### src/hw/status_sel_pkg.sv
// Package with the constants, types and register map of the output function selector.
package status_sel_pkg;

    localparam int CODE_W     = 6;
    localparam int DATA_W     = 16;
    localparam int ADDR_W     = 4;
    localparam int ANALOG_W   = 12;
    localparam int NUM_OUTS   = 3;

    typedef logic [CODE_W-1:0]   code_t;
    typedef logic [DATA_W-1:0]   data_t;
    typedef logic [ADDR_W-1:0]   addr_t;
    typedef logic [ANALOG_W-1:0] analog_t;
    typedef logic [63:0]         cond_t;

    // Selection codes.
    localparam code_t CODE_NONE          = 6'h00;
    localparam code_t CODE_IOL           = 6'h06;
    localparam code_t CODE_UNDERLOAD     = 6'h07;
    localparam code_t CODE_FAN_WARN      = 6'h08;
    localparam code_t CODE_STALL         = 6'h09;
    localparam code_t CODE_OVER_VOLT     = 6'h0a;
    localparam code_t CODE_LOW_VOLT      = 6'h0b;
    localparam code_t CODE_OVER_HEAT     = 6'h0c;
    localparam code_t CODE_LOST_CMD      = 6'h0d;
    localparam code_t CODE_RUN           = 6'h0e;
    localparam code_t CODE_STOP          = 6'h0f;
    localparam code_t CODE_STEADY        = 6'h10;
    localparam code_t CODE_DRIVE_LINE    = 6'h11;
    localparam code_t CODE_MAINS_LINE    = 6'h12;
    localparam code_t CODE_SPEED_SEARCH  = 6'h13;
    localparam code_t CODE_READY         = 6'h16;
    localparam code_t CODE_TIMER_OUT     = 6'h1c;
    localparam code_t CODE_TRIP          = 6'h1d;
    localparam code_t CODE_BRAKE_DUTY    = 6'h1f;
    localparam code_t CODE_ONOFF         = 6'h22;
    localparam code_t CODE_BRAKE_RELEASE = 6'h23;

    // Register indices on the plain register port.
    localparam addr_t REG_SEL_Q1     = 4'h0;
    localparam addr_t REG_SEL_RLY3   = 4'h1;
    localparam addr_t REG_SEL_RLY4   = 4'h2;
    localparam addr_t REG_TIMER_DLY  = 4'h3;
    localparam addr_t REG_ONOFF_HI   = 4'h4;
    localparam addr_t REG_ONOFF_LO   = 4'h5;
    localparam addr_t REG_OUT_STATE  = 4'h6;
    localparam addr_t REG_COND_LO    = 4'h7;
    localparam addr_t REG_COND_HI    = 4'h8;

    // Reset values.
    localparam code_t   RST_SEL_Q1    = CODE_NONE;
    localparam code_t   RST_SEL_RLY   = CODE_TRIP;
    localparam data_t   RST_TIMER_DLY = 16'h0000;
    localparam analog_t RST_ONOFF_HI  = 12'hfff;
    localparam analog_t RST_ONOFF_LO  = 12'h000;

    // Output state bit positions.
    localparam int OUT_Q1_BIT   = 0;
    localparam int OUT_RLY3_BIT = 1;
    localparam int OUT_RLY4_BIT = 2;

    // Timer tick of one millisecond at the 25 ns system clock.
    localparam int CLK_PERIOD_NS      = 25;
    localparam int TIMER_TICK_NS      = 1000000;
    localparam int TIMER_TICK_CYCLES  = (TIMER_TICK_NS + CLK_PERIOD_NS - 1) / CLK_PERIOD_NS;

    typedef enum logic [1:0] {
        TMR_IDLE = 2'b00,
        TMR_RUN  = 2'b01,
        TMR_DONE = 2'b10
    } timer_e;

    // Status flags that the drive control logic feeds in.
    typedef struct packed {
        logic inverse_time_overload_trip;
        logic underload_warn;
        logic fan_warn;
        logic stall;
        logic dc_over_volt;
        logic dc_low_volt;
        logic overheat;
        logic analog_cmd_lost;
        logic rs485_cmd_lost;
        logic exp_card_fitted;
        logic exp_analog_lost;
        logic exp_comm_lost;
        logic run_cmd;
        logic output_voltage;
        logic dc_braking;
        logic steady;
        logic inverter_feed;
        logic mains_feed;
        logic speed_search;
        logic ready;
        logic fault_trip;
        logic brake_resistor_duty_alarm;
        logic brake_release_req;
        logic timer_trigger;
    } drive_status_s;

    typedef struct packed {
        logic                   wr;
        logic                   rd;
        addr_t                  addr;
        data_t                  wdata;
    } reg_req_s;

    function automatic data_t pad_code(input code_t c);
        pad_code = {{(DATA_W-CODE_W){1'b0}}, c};
    endfunction

    function automatic data_t pad_analog(input analog_t a);
        pad_analog = {{(DATA_W-ANALOG_W){1'b0}}, a};
    endfunction

endpackage

### src/hw/output_select.sv
// One selectable output: picks the condition named by its selection code and registers it.
`timescale 1ns/100ps
module output_select
    import status_sel_pkg::*;
(
    // Clock and reset
    input  wire logic  clk_sys,
    input  wire logic  rstn,
    // Selection
    input  wire code_t code,
    input  wire cond_t cond,
    // Output
    output logic       out_reg
);

    logic sel_bit;

    // Codes with no function index zero bits of the condition vector.
    assign sel_bit = cond[code];

    always_ff @(posedge clk_sys or negedge rstn) begin
        if (!rstn) begin
            out_reg <= 1'b0;
        end else begin
            out_reg <= sel_bit;
        end
    end

endmodule

### src/hw/status_output_selector.sv
// Output function selector for the terminal output and the two relay outputs.
`timescale 1ns/100ps
module status_output_selector
    import status_sel_pkg::*;
#(
    parameter int unsigned TICK_CYCLES = TIMER_TICK_CYCLES
)
(
    // Clock and reset
    input  wire logic          clk_sys,
    input  wire logic          rstn,
    // Register port
    input  wire reg_req_s      reg_req,
    output data_t              rdata_reg,
    // Drive status
    input  wire drive_status_s status,
    input  wire analog_t       analog_value,
    // Outputs
    output logic               multi_function_output_terminal,
    output logic               relay3_out,
    output logic               relay4_out
);

    // Software registers.
    code_t   sel_q1_reg;
    code_t   sel_rly3_reg;
    code_t   sel_rly4_reg;
    data_t   timer_dly_reg;
    analog_t onoff_hi_reg;
    analog_t onoff_lo_reg;

    // Internal state.
    timer_e  tmr_state_reg;
    timer_e  tmr_state_next;
    logic [31:0] tick_cnt_reg;
    data_t   ms_cnt_reg;
    logic    tick;
    logic    onoff_reg;
    logic    onoff_next;
    logic    timer_out;
    cond_t   cond;
    code_t   sel_codes [NUM_OUTS];
    logic    outs [NUM_OUTS];
    logic [NUM_OUTS-1:0] output_state_parameter;
    data_t   rd_mux;

    // Register write decode.
    logic wr_q1;
    logic wr_rly3;
    logic wr_rly4;
    logic wr_tmr;
    logic wr_hi;
    logic wr_lo;

    assign wr_q1   = reg_req.wr && reg_req.addr == REG_SEL_Q1;
    assign wr_rly3 = reg_req.wr && reg_req.addr == REG_SEL_RLY3;
    assign wr_rly4 = reg_req.wr && reg_req.addr == REG_SEL_RLY4;
    assign wr_tmr  = reg_req.wr && reg_req.addr == REG_TIMER_DLY;
    assign wr_hi   = reg_req.wr && reg_req.addr == REG_ONOFF_HI;
    assign wr_lo   = reg_req.wr && reg_req.addr == REG_ONOFF_LO;

    always_ff @(posedge clk_sys or negedge rstn) begin
        if (!rstn) begin
            sel_q1_reg    <= RST_SEL_Q1;
            sel_rly3_reg  <= RST_SEL_RLY;
            sel_rly4_reg  <= RST_SEL_RLY;
            timer_dly_reg <= RST_TIMER_DLY;
            onoff_hi_reg  <= RST_ONOFF_HI;
            onoff_lo_reg  <= RST_ONOFF_LO;
        end else begin
            if (wr_q1) begin
                sel_q1_reg <= reg_req.wdata[CODE_W-1:0];
            end
            if (wr_rly3) begin
                sel_rly3_reg <= reg_req.wdata[CODE_W-1:0];
            end
            if (wr_rly4) begin
                sel_rly4_reg <= reg_req.wdata[CODE_W-1:0];
            end
            if (wr_tmr) begin
                timer_dly_reg <= reg_req.wdata;
            end
            if (wr_hi) begin
                onoff_hi_reg <= reg_req.wdata[ANALOG_W-1:0];
            end
            if (wr_lo) begin
                onoff_lo_reg <= reg_req.wdata[ANALOG_W-1:0];
            end
        end
    end

    // Millisecond tick for the timer output; it runs only while the timer counts.
    assign tick = tmr_state_reg == TMR_RUN && tick_cnt_reg == 32'(TICK_CYCLES - 1);

    always_ff @(posedge clk_sys or negedge rstn) begin
        if (!rstn) begin
            tick_cnt_reg <= 32'h0;
        end else if (tmr_state_reg != TMR_RUN || tick) begin
            tick_cnt_reg <= 32'h0;
        end else begin
            tick_cnt_reg <= tick_cnt_reg + 32'h1;
        end
    end

    // Timer output: counts while the trigger input is held, drops with the trigger.
    always_comb begin
        tmr_state_next = tmr_state_reg;
        unique case (tmr_state_reg)
            TMR_IDLE: begin
                if (status.timer_trigger) begin
                    tmr_state_next = (timer_dly_reg == 16'h0) ? TMR_DONE : TMR_RUN;
                end
            end
            TMR_RUN: begin
                if (!status.timer_trigger) begin
                    tmr_state_next = TMR_IDLE;
                end else if (tick && ms_cnt_reg == timer_dly_reg - 16'h1) begin
                    tmr_state_next = TMR_DONE;
                end
            end
            TMR_DONE: begin
                if (!status.timer_trigger) begin
                    tmr_state_next = TMR_IDLE;
                end
            end
            default: begin
                tmr_state_next = TMR_IDLE;
            end
        endcase
    end

    always_ff @(posedge clk_sys or negedge rstn) begin
        if (!rstn) begin
            tmr_state_reg <= TMR_IDLE;
            ms_cnt_reg    <= 16'h0;
        end else begin
            tmr_state_reg <= tmr_state_next;
            if (tmr_state_reg != TMR_RUN) begin
                ms_cnt_reg <= 16'h0;
            end else if (tick) begin
                ms_cnt_reg <= ms_cnt_reg + 16'h1;
            end
        end
    end

    assign timer_out = tmr_state_reg == TMR_DONE;

    // Hysteresis between the two levels keeps the output from chattering on a noisy input.
    always_comb begin
        onoff_next = onoff_reg;
        if (analog_value >= onoff_hi_reg) begin
            onoff_next = 1'b1;
        end else if (analog_value <= onoff_lo_reg) begin
            onoff_next = 1'b0;
        end
    end

    always_ff @(posedge clk_sys or negedge rstn) begin
        if (!rstn) begin
            onoff_reg <= 1'b0;
        end else begin
            onoff_reg <= onoff_next;
        end
    end

    // Condition vector indexed by selection code; every other bit stays zero.
    always_comb begin
        cond                     = '0;
        cond[CODE_IOL]           = status.inverse_time_overload_trip;
        cond[CODE_UNDERLOAD]     = status.underload_warn;
        cond[CODE_FAN_WARN]      = status.fan_warn;
        cond[CODE_STALL]         = status.stall;
        cond[CODE_OVER_VOLT]     = status.dc_over_volt;
        cond[CODE_LOW_VOLT]      = status.dc_low_volt;
        cond[CODE_OVER_HEAT]     = status.overheat;
        cond[CODE_LOST_CMD]      = status.analog_cmd_lost || status.rs485_cmd_lost
                                   || (status.exp_card_fitted
                                       && (status.exp_analog_lost || status.exp_comm_lost));
        cond[CODE_RUN]           = status.run_cmd && status.output_voltage && !status.dc_braking;
        cond[CODE_STOP]          = !status.run_cmd && !status.output_voltage;
        cond[CODE_STEADY]        = status.steady;
        cond[CODE_DRIVE_LINE]    = status.inverter_feed;
        cond[CODE_MAINS_LINE]    = status.mains_feed;
        cond[CODE_SPEED_SEARCH]  = status.speed_search;
        cond[CODE_READY]         = status.ready;
        cond[CODE_TIMER_OUT]     = timer_out;
        cond[CODE_TRIP]          = status.fault_trip;
        cond[CODE_BRAKE_DUTY]    = status.brake_resistor_duty_alarm;
        cond[CODE_ONOFF]         = onoff_reg;
        cond[CODE_BRAKE_RELEASE] = status.brake_release_req;
    end

    assign sel_codes[OUT_Q1_BIT]   = sel_q1_reg;
    assign sel_codes[OUT_RLY3_BIT] = sel_rly3_reg;
    assign sel_codes[OUT_RLY4_BIT] = sel_rly4_reg;

    // Each output has its own selector and selection code, so the relays can be set independently.
    for (genvar i = 0; i < NUM_OUTS; i++) begin : g_out
        output_select u_sel (
            .clk_sys (clk_sys),
            .rstn    (rstn),
            .code    (sel_codes[i]),
            .cond    (cond),
            .out_reg (outs[i])
        );
        assign output_state_parameter[i] = outs[i];
    end

    assign multi_function_output_terminal = outs[OUT_Q1_BIT];
    assign relay3_out                     = outs[OUT_RLY3_BIT];
    assign relay4_out                     = outs[OUT_RLY4_BIT];

    // Register read multiplexer; unmapped addresses read as zero.
    always_comb begin
        rd_mux = 16'h0;
        unique case (reg_req.addr)
            REG_SEL_Q1:    rd_mux = pad_code(sel_q1_reg);
            REG_SEL_RLY3:  rd_mux = pad_code(sel_rly3_reg);
            REG_SEL_RLY4:  rd_mux = pad_code(sel_rly4_reg);
            REG_TIMER_DLY: rd_mux = timer_dly_reg;
            REG_ONOFF_HI:  rd_mux = pad_analog(onoff_hi_reg);
            REG_ONOFF_LO:  rd_mux = pad_analog(onoff_lo_reg);
            REG_OUT_STATE: rd_mux = {13'h0, output_state_parameter};
            REG_COND_LO:   rd_mux = cond[15:0];
            REG_COND_HI:   rd_mux = cond[31:16];
            default:       rd_mux = 16'h0;
        endcase
    end

    // Read data stand only in the cycle after the read strobe.
    always_ff @(posedge clk_sys or negedge rstn) begin
        if (!rstn) begin
            rdata_reg <= 16'h0;
        end else begin
            rdata_reg <= reg_req.rd ? rd_mux : 16'h0;
        end
    end

endmodule

### config.mk
export PLATFORM = sky130hd
export DESIGN_NAME = status_output_selector
export DESIGN_NICKNAME = d
export VERILOG_FILES = /design/src/hw/status_sel_pkg.sv /design/src/hw/output_select.sv /design/src/hw/status_output_selector.sv
export SDC_FILE = /design/constraint.sdc
export NUM_CORES = 1
export LEC_CHECK = 0
export BUFFER_PORTS_ARGS = -buffer_cell sky130_fd_sc_hd__buf_2
export CORE_MARGIN = 5
export CORE_UTILIZATION = 40
export CTS_BUF_LIST = sky130_fd_sc_hd__clkbuf_4 sky130_fd_sc_hd__clkbuf_8
export CTS_CLUSTER_DIAMETER = 100
export CTS_CLUSTER_SIZE = 12
export DETAILED_ROUTE_END_ITERATION = 6
export SETUP_SLACK_MARGIN = 0.2
export SKIP_CTS_REPAIR_TIMING = 1
export SLEW_MARGIN = 20
export SYNTH_ARGS = -nofsm -noshare
export SYNTH_HDL_FRONTEND = slang
export SYNTH_HIERARCHICAL = 1
export SYNTH_SLANG_ARGS = --single-unit
### constraint.sdc
create_clock -name clk_sys -period 3 [get_ports clk_sys]
set_input_delay 0.3 -clock clk_sys [delete_from_list [all_inputs] [get_ports clk_sys]]
set_output_delay 0.3 -clock clk_sys [all_outputs]
set_load 0.02 [all_outputs]
## Word-level counts from Yosys, hierarchy flattened

Cells that the tools add are included.

| cells by class | value |
|---|---|
| add/sub/neg operators | 3 |
| order comparisons | 5 |
| muxes and demuxes | 19 |
| equal/unequal tests | 16 |
| reductions and logical operators | 25 |

Operators by type and width:

| kind | number |
|---|---|
| 16-bit case mux with 9 select lines | 1 |
| 16-bit 2-to-1 mux | 3 |
| 32-bit by 1-bit adder with 32-bit output (second input constant) | 1 |
| 32-bit by 16-bit equality test with 1-bit output (second input constant) | 1 |
| 32-bit 2-to-1 mux | 1 |
| 6-bit by 7-bit < comparator with 1-bit output (second input constant) | 3 |
| 1-bit binary-select mux with 6-bit select | 3 |
| 16-bit by 1-bit adder with 16-bit output (second input constant) | 1 |
| 16-bit equality test | 1 |
| 4-bit by 3-bit equality test with 1-bit output (second input constant) | 4 |
| 16-bit zero test | 1 |
| 16-bit by 1-bit subtractor with 16-bit output (second input constant) | 1 |
| 12-bit >= comparator | 1 |
| 12-bit less-or-equal comparator | 1 |
| 1-bit logical AND | 12 |
| 2-bit 2-to-1 mux | 5 |
| 4-bit by 2-bit equality test with 1-bit output (second input constant) | 2 |
| 2-bit case mux with 3 select lines | 1 |
| 1-bit 2-to-1 mux | 5 |
| 4-bit by 1-bit equality test with 1-bit output (second input constant) | 1 |
| 4-bit equality test (second input constant) | 1 |
| 4-bit zero test | 1 |
| 1-bit logical OR | 4 |
| 2-bit != test (second input constant) | 2 |
| other kinds (8) | 11 |

| storage, ports and cells | value |
|---|---|
| register bits | 128 |
| output and inout port bits | 19 |
| logic and storage cells | 82 |
| input bits | 60 |

## Depth between registers and ports, before layout

| depth | value |
|---|---|
| depth in word-level cells | 6 |
| depth in mapped cells | 9 |
| gate-level depth less buffers | 9 |

## Modules after synthesis

The synthesis kept the hierarchy.

By module, submodules not included:

| module | seq. area each (sq um) | cells each | area an instance (sq um) | instances |
|---|---|---|---|---|
| status_output_selector | 3153.0 | 664 | 6810.3 | 1 |
| output_select | 25.0 | 44 | 558.0 | 3 |

## Worst setup path before layout

Ideal clock, no wire load.

| path | value |
|---|---|
| kind | reg-to-reg |
| start point | register timer_dly_reg[0] |
| end point | register tmr_state_reg[0] |
| setup time | 0.120 ns |
| arrival | 2.366 ns |
| cell stages (with the launch flop) | 10 |
| data required time | 2.880 ns |
| buffers on the path | 0 |
| slack | 0.513 ns |
| period minus slack after synthesis | 2.487 ns |
| cells stage by stage | dfrtp_1 -> inv_1 -> ha_1 -> nor2b_1 -> and4b_4 -> or3_2 -> a41oi_1 -> a41oi_1 -> a2111o_1 -> a41o_1 |

| on the way | value |
|---|---|
| longest elaborated chain between the ends | 5 |
| elaborated cells between the ends (all ways) | 9 |
| those cells by class | add/sub (1); eq/ne (2); mux (3); reduce/logical (3) |

Ends and longest elaborated chain:

| what | RTL line | text |
|---|---|---|
| from (decl) | status_output_selector.sv:28 | `data_t timer_dly_reg;` |
| from (signal assigned) | status_output_selector.sv:81 | `timer_dly_reg <= reg_req.wdata;` |
| 16-bit by 1-bit subtractor with 16-bit output | status_output_selector.sv:117 | `end else if (tick && ms_cnt_reg == timer_dly_reg - 16'h1) begin` |
| 16-bit equality test | status_output_selector.sv:117 |  |
| 1-bit logical AND | status_output_selector.sv:117 |  |
| 3-bit by 2-bit != test with 1-bit output (no source line) | -- |  |
| 3-bit AND reduction (no source line) | -- |  |
| to (signal assigned) | status_output_selector.sv:137 | `tmr_state_reg <= tmr_state_next;` |
| to (decl) | status_output_selector.sv:33 | `timer_e tmr_state_reg;` |

Parallel ways exist; a longest one is shown, timed or not. The select of a mux whose other input is x is not followed.
A chain may end at the register's enable or synchronous reset.

## Final worst setup path

Ends and elaborated chain as after synthesis.

==> results.json <==
{
  "worstPathRequired_ns": 3.34,
  "syn-instance-count": 796,
  "fin_crit_sh": 0.8917,
  "grt_pass1_vias": 6705,
  "grt_pass1_wl_um": 35800,
  "htreeDepth": 4,
  "grt-ovfl-total": 0,
  "syn2layout_area_growth_pct": 18.74,
  "synthTopCellsByArea": "dfrtp_1 (32%), mux4_2 (13%), mux2_2 (8.1%), dfstp_2 (6.2%), ha_1 (4.1%)",
  "drv_slew": 0,
  "final_common_cell": "conb_1",
  "crit_path_end_kind": "flop",
  "post-synth-top-area-fraction": 0.3185,
  "p_sw_w": 0.001941,
  "arrival_ns": 3.01,
  "power.density_mw_per_mm2": 568.9,
  "setup-violations-final": 0,
  "fin_crit_ns": 2.675,
  "maxSlewHeadroom": 0.5019,
  "startpoint": "timer_dly_reg[0]$_DFFE_PN0P_",
  "synth-seq-cells": 128,
  "die_h_um": 155.6,
  "async_flop_share": 1.000,
  "placed_area_mm2": 0.009646,
  "p_seq_frac": 0.425,
  "final_layout_size_suffix_gt1_frac": 0.2583,
  "largest_register_ffs": 32,
  "fmaxAchievable_mhz": 373.8,
  "hold_ws_ns": 0.09293,
  "clkLatencyLatePin_ns": 0.45,
  "cts-root-buf": "clkbuf_8",
  "viasPerCell": 5.282,
  "peakVddDrop_mv": 0.2593,
  "antenna_found_initial": 0,
  "cts_tree": "yes",
  "die_area_mm2": 0.02422,
  "switching_share": 0.3387,
  "yosysTopAreaCell": "dfrtp_1",
  "reg2reg_depth": 9,
  "core_mm2": 0.02096,
  "final_hold_viol_count": 0,
  "drt_iter0_markers": 380,
  "crit_cells": 9,
  "final_cell_mix": "conb_1 (132), dfrtp_1 (108), nor2_1 (82)",
  "critPathCapture": "tmr_state_reg[0]$_DFFE_PN0P_",
  "start_util": 0.4049,
  "row_count": 53,
  "nFillCells": 2023,
  "cts_buffer_depth": 2,
  "crit_fanout": 7,
  "wirelength_um": 21920,
  "grt_setup_unrepaired": "false",
  "synth_edf_count": 0,
  "place.port_buffers": 78,
  "crit_buf_inv": 1,
  "ys_warn_count": 6,
  "diodes": 0,
  "combPwrFrac": 0.300,
  "crit_family": "compound AO/OA/AOI/OAI gates",
  "via_count": 6830,
  "r2r_setup_slack_ns": 0.33,
  "design_area_mm2": 0.01007,
  "syn_area_mm2": 0.008484,
  "hold_path.class": "in2reg",
  "hpwl_um": 16610,
  "fin_skew_ns": 0.01059,
  "ys.flop_type": "dfrtp_1",
  "worst_pin_slew_ns": 0.7471,
  "critPathMaxStageDelay_ns": 0.44,
  "cp_slowest_cell": "dfrtp_1",
  "grt_start_max_net_pins": 129,
  "synth_cell_types": 59,
  "pin_count": 79,
  "yosysSeqAreaShare": 0.3805,
  "worstSetupPathType": "reg2reg",
  "crit_chain": "inv_1 > ha_1 > nor2b_1 > and4b_4 > or3_2 > a41oi_1 > a41oi_1 > a2111o_1 > a41o_1",
  "leakage_nw": 4.394,
  "drc": 0,
  "r2r-end": "tmr_state_reg[0]$_DFFE_PN0P_",
  "nNetsFinal": 1093,
  "ant_nets": 0,
  "power_frac_clock": 0.275,
  "grt_usage": 0.1877,
  "crit_path_start_kind": "flop",
  "final_core_util": 0.4808,
  "place.gp.congestion": 0.9046,
  "die_w_um": 155.6,
  "reg2reg_from": "timer_dly_reg[0]$_DFFE_PN0P_",
  "cap_viol_max_count": 0,
  "crit_top_cell": "a41oi_1",
  "setup-tns-final_ns": 0,
  "syn_area_per_cell_um2": 10.66,
  "cts_num_sinks": 128,
  "cts_buffers": 17,
  "drtPass1Iterations": 5,
  "clkTransAtPathRegs_ns": 0.07,
  "wl_per_cell_um": 16.95,
  "intPower_w": 0.003790,
  "status": "complete, no violations"
}
## power by group through the flow
stage | registers (W) | clock network, W | logic (W)
floorplan | 0.00227 | 0 | 0.00141
global placement | 0.00246 | 0 | 0.00169
detailed placement | 0.00246 | 0 | 0.00171
CTS | 0.00243 | 0.00160 | 0.00171
global route | 0.00248 | 0.00168 | 0.00193
finish | 0.00244 | 0.00157 | 0.00172
## layout make-up
type                    count  area (µm²)  share of cell area
multi-input cells         725        5416              0.5376
flip-flops and latches    128        3228              0.3204
repair buffers             92       513.0             0.05092
well taps                 275       344.1             0.03415
clock buffers              26       339.1             0.03366
inverters                  41       153.9             0.01528
clock inverters             6       80.08            0.007948
## stage by stage
step / setup slack, ns / power (W) / instances
floorplan: 0.5134 / 0.003684 / 927
global placement: 0.3899 / 0.004150 / 1260
detailed placement: 0.3515 / 0.004168 / 1260
CTS: 0.3416 / 0.005748 / 1292
global route: 0.2034 / 0.006091 / 1293
finish: 0.3250 / 0.005732 / 1293
## cell usage after synthesis (11+ instances only)
master,number
xnor2_1,34
nand2_1,46
clkbuf_1,22
dfstp_2,20
xor2_1,27
a21oi_1,34
mux2i_1,11
mux4_2,48
mux2_2,61
nor2b_1,11
nor2_1,82
and3_1,11
ha_1,28
nand4_1,13
dfrtp_1,108
a22oi_1,22
inv_1,41
nand3_1,31
o21ai_0,17
nor3_1,16
## logic make-up after synthesis
family | count (synthesis) | synth area share
other cells | 1 | 0.0004420
buf+inv | 74 | 0.03967
compound gates | 122 | 0.09748
flops | 128 | 0.3805
mux | 120 | 0.2214
xor+xnor | 61 | 0.06297
simple gates | 262 | 0.1563
fa+ha+maj | 28 | 0.04129
## worst reg2reg max path, cell delays in order (launching register included)
cell	delay, ns
dfrtp_1	0.44
inv_1	0.09
ha_1	0.29
nor2b_1	0.18
and4b_4	0.24
or3_2	0.41
a41oi_1	0.20
a41oi_1	0.06
a2111o_1	0.43
a41o_1	0.24
## how the worst min path moves through the flow
stage                      startpoint                                to  depth (start not counted)
after global routing        status[0]      tmr_state_reg[1]$_DFFE_PN0P_                          3
after global placement           rstn        tick_cnt_reg[28]$_DFF_PN0_                          2
after detailed placement         rstn        tick_cnt_reg[28]$_DFF_PN0_                          2
after CTS                        rstn        tick_cnt_reg[28]$_DFF_PN0_                          2
final                     reg_req[12]     timer_dly_reg[12]$_DFFE_PN0P_                          2
after floorplan                  rstn  g_out[0].u_sel/out_reg$_DFF_PN0_                          0
## metal layers
metal / share of wire / vias up / GRT usage
met3: 0.068 / 27 / 0.03994
met1: 0.48 / 3358 / 0.2775
li1: - / 3231 / -
met5: 0 / - / 0
met2: 0.44 / 214 / 0.2819
met4: 0.013 / 0 / 0.04835
Power figures use the tool's default switching activity.
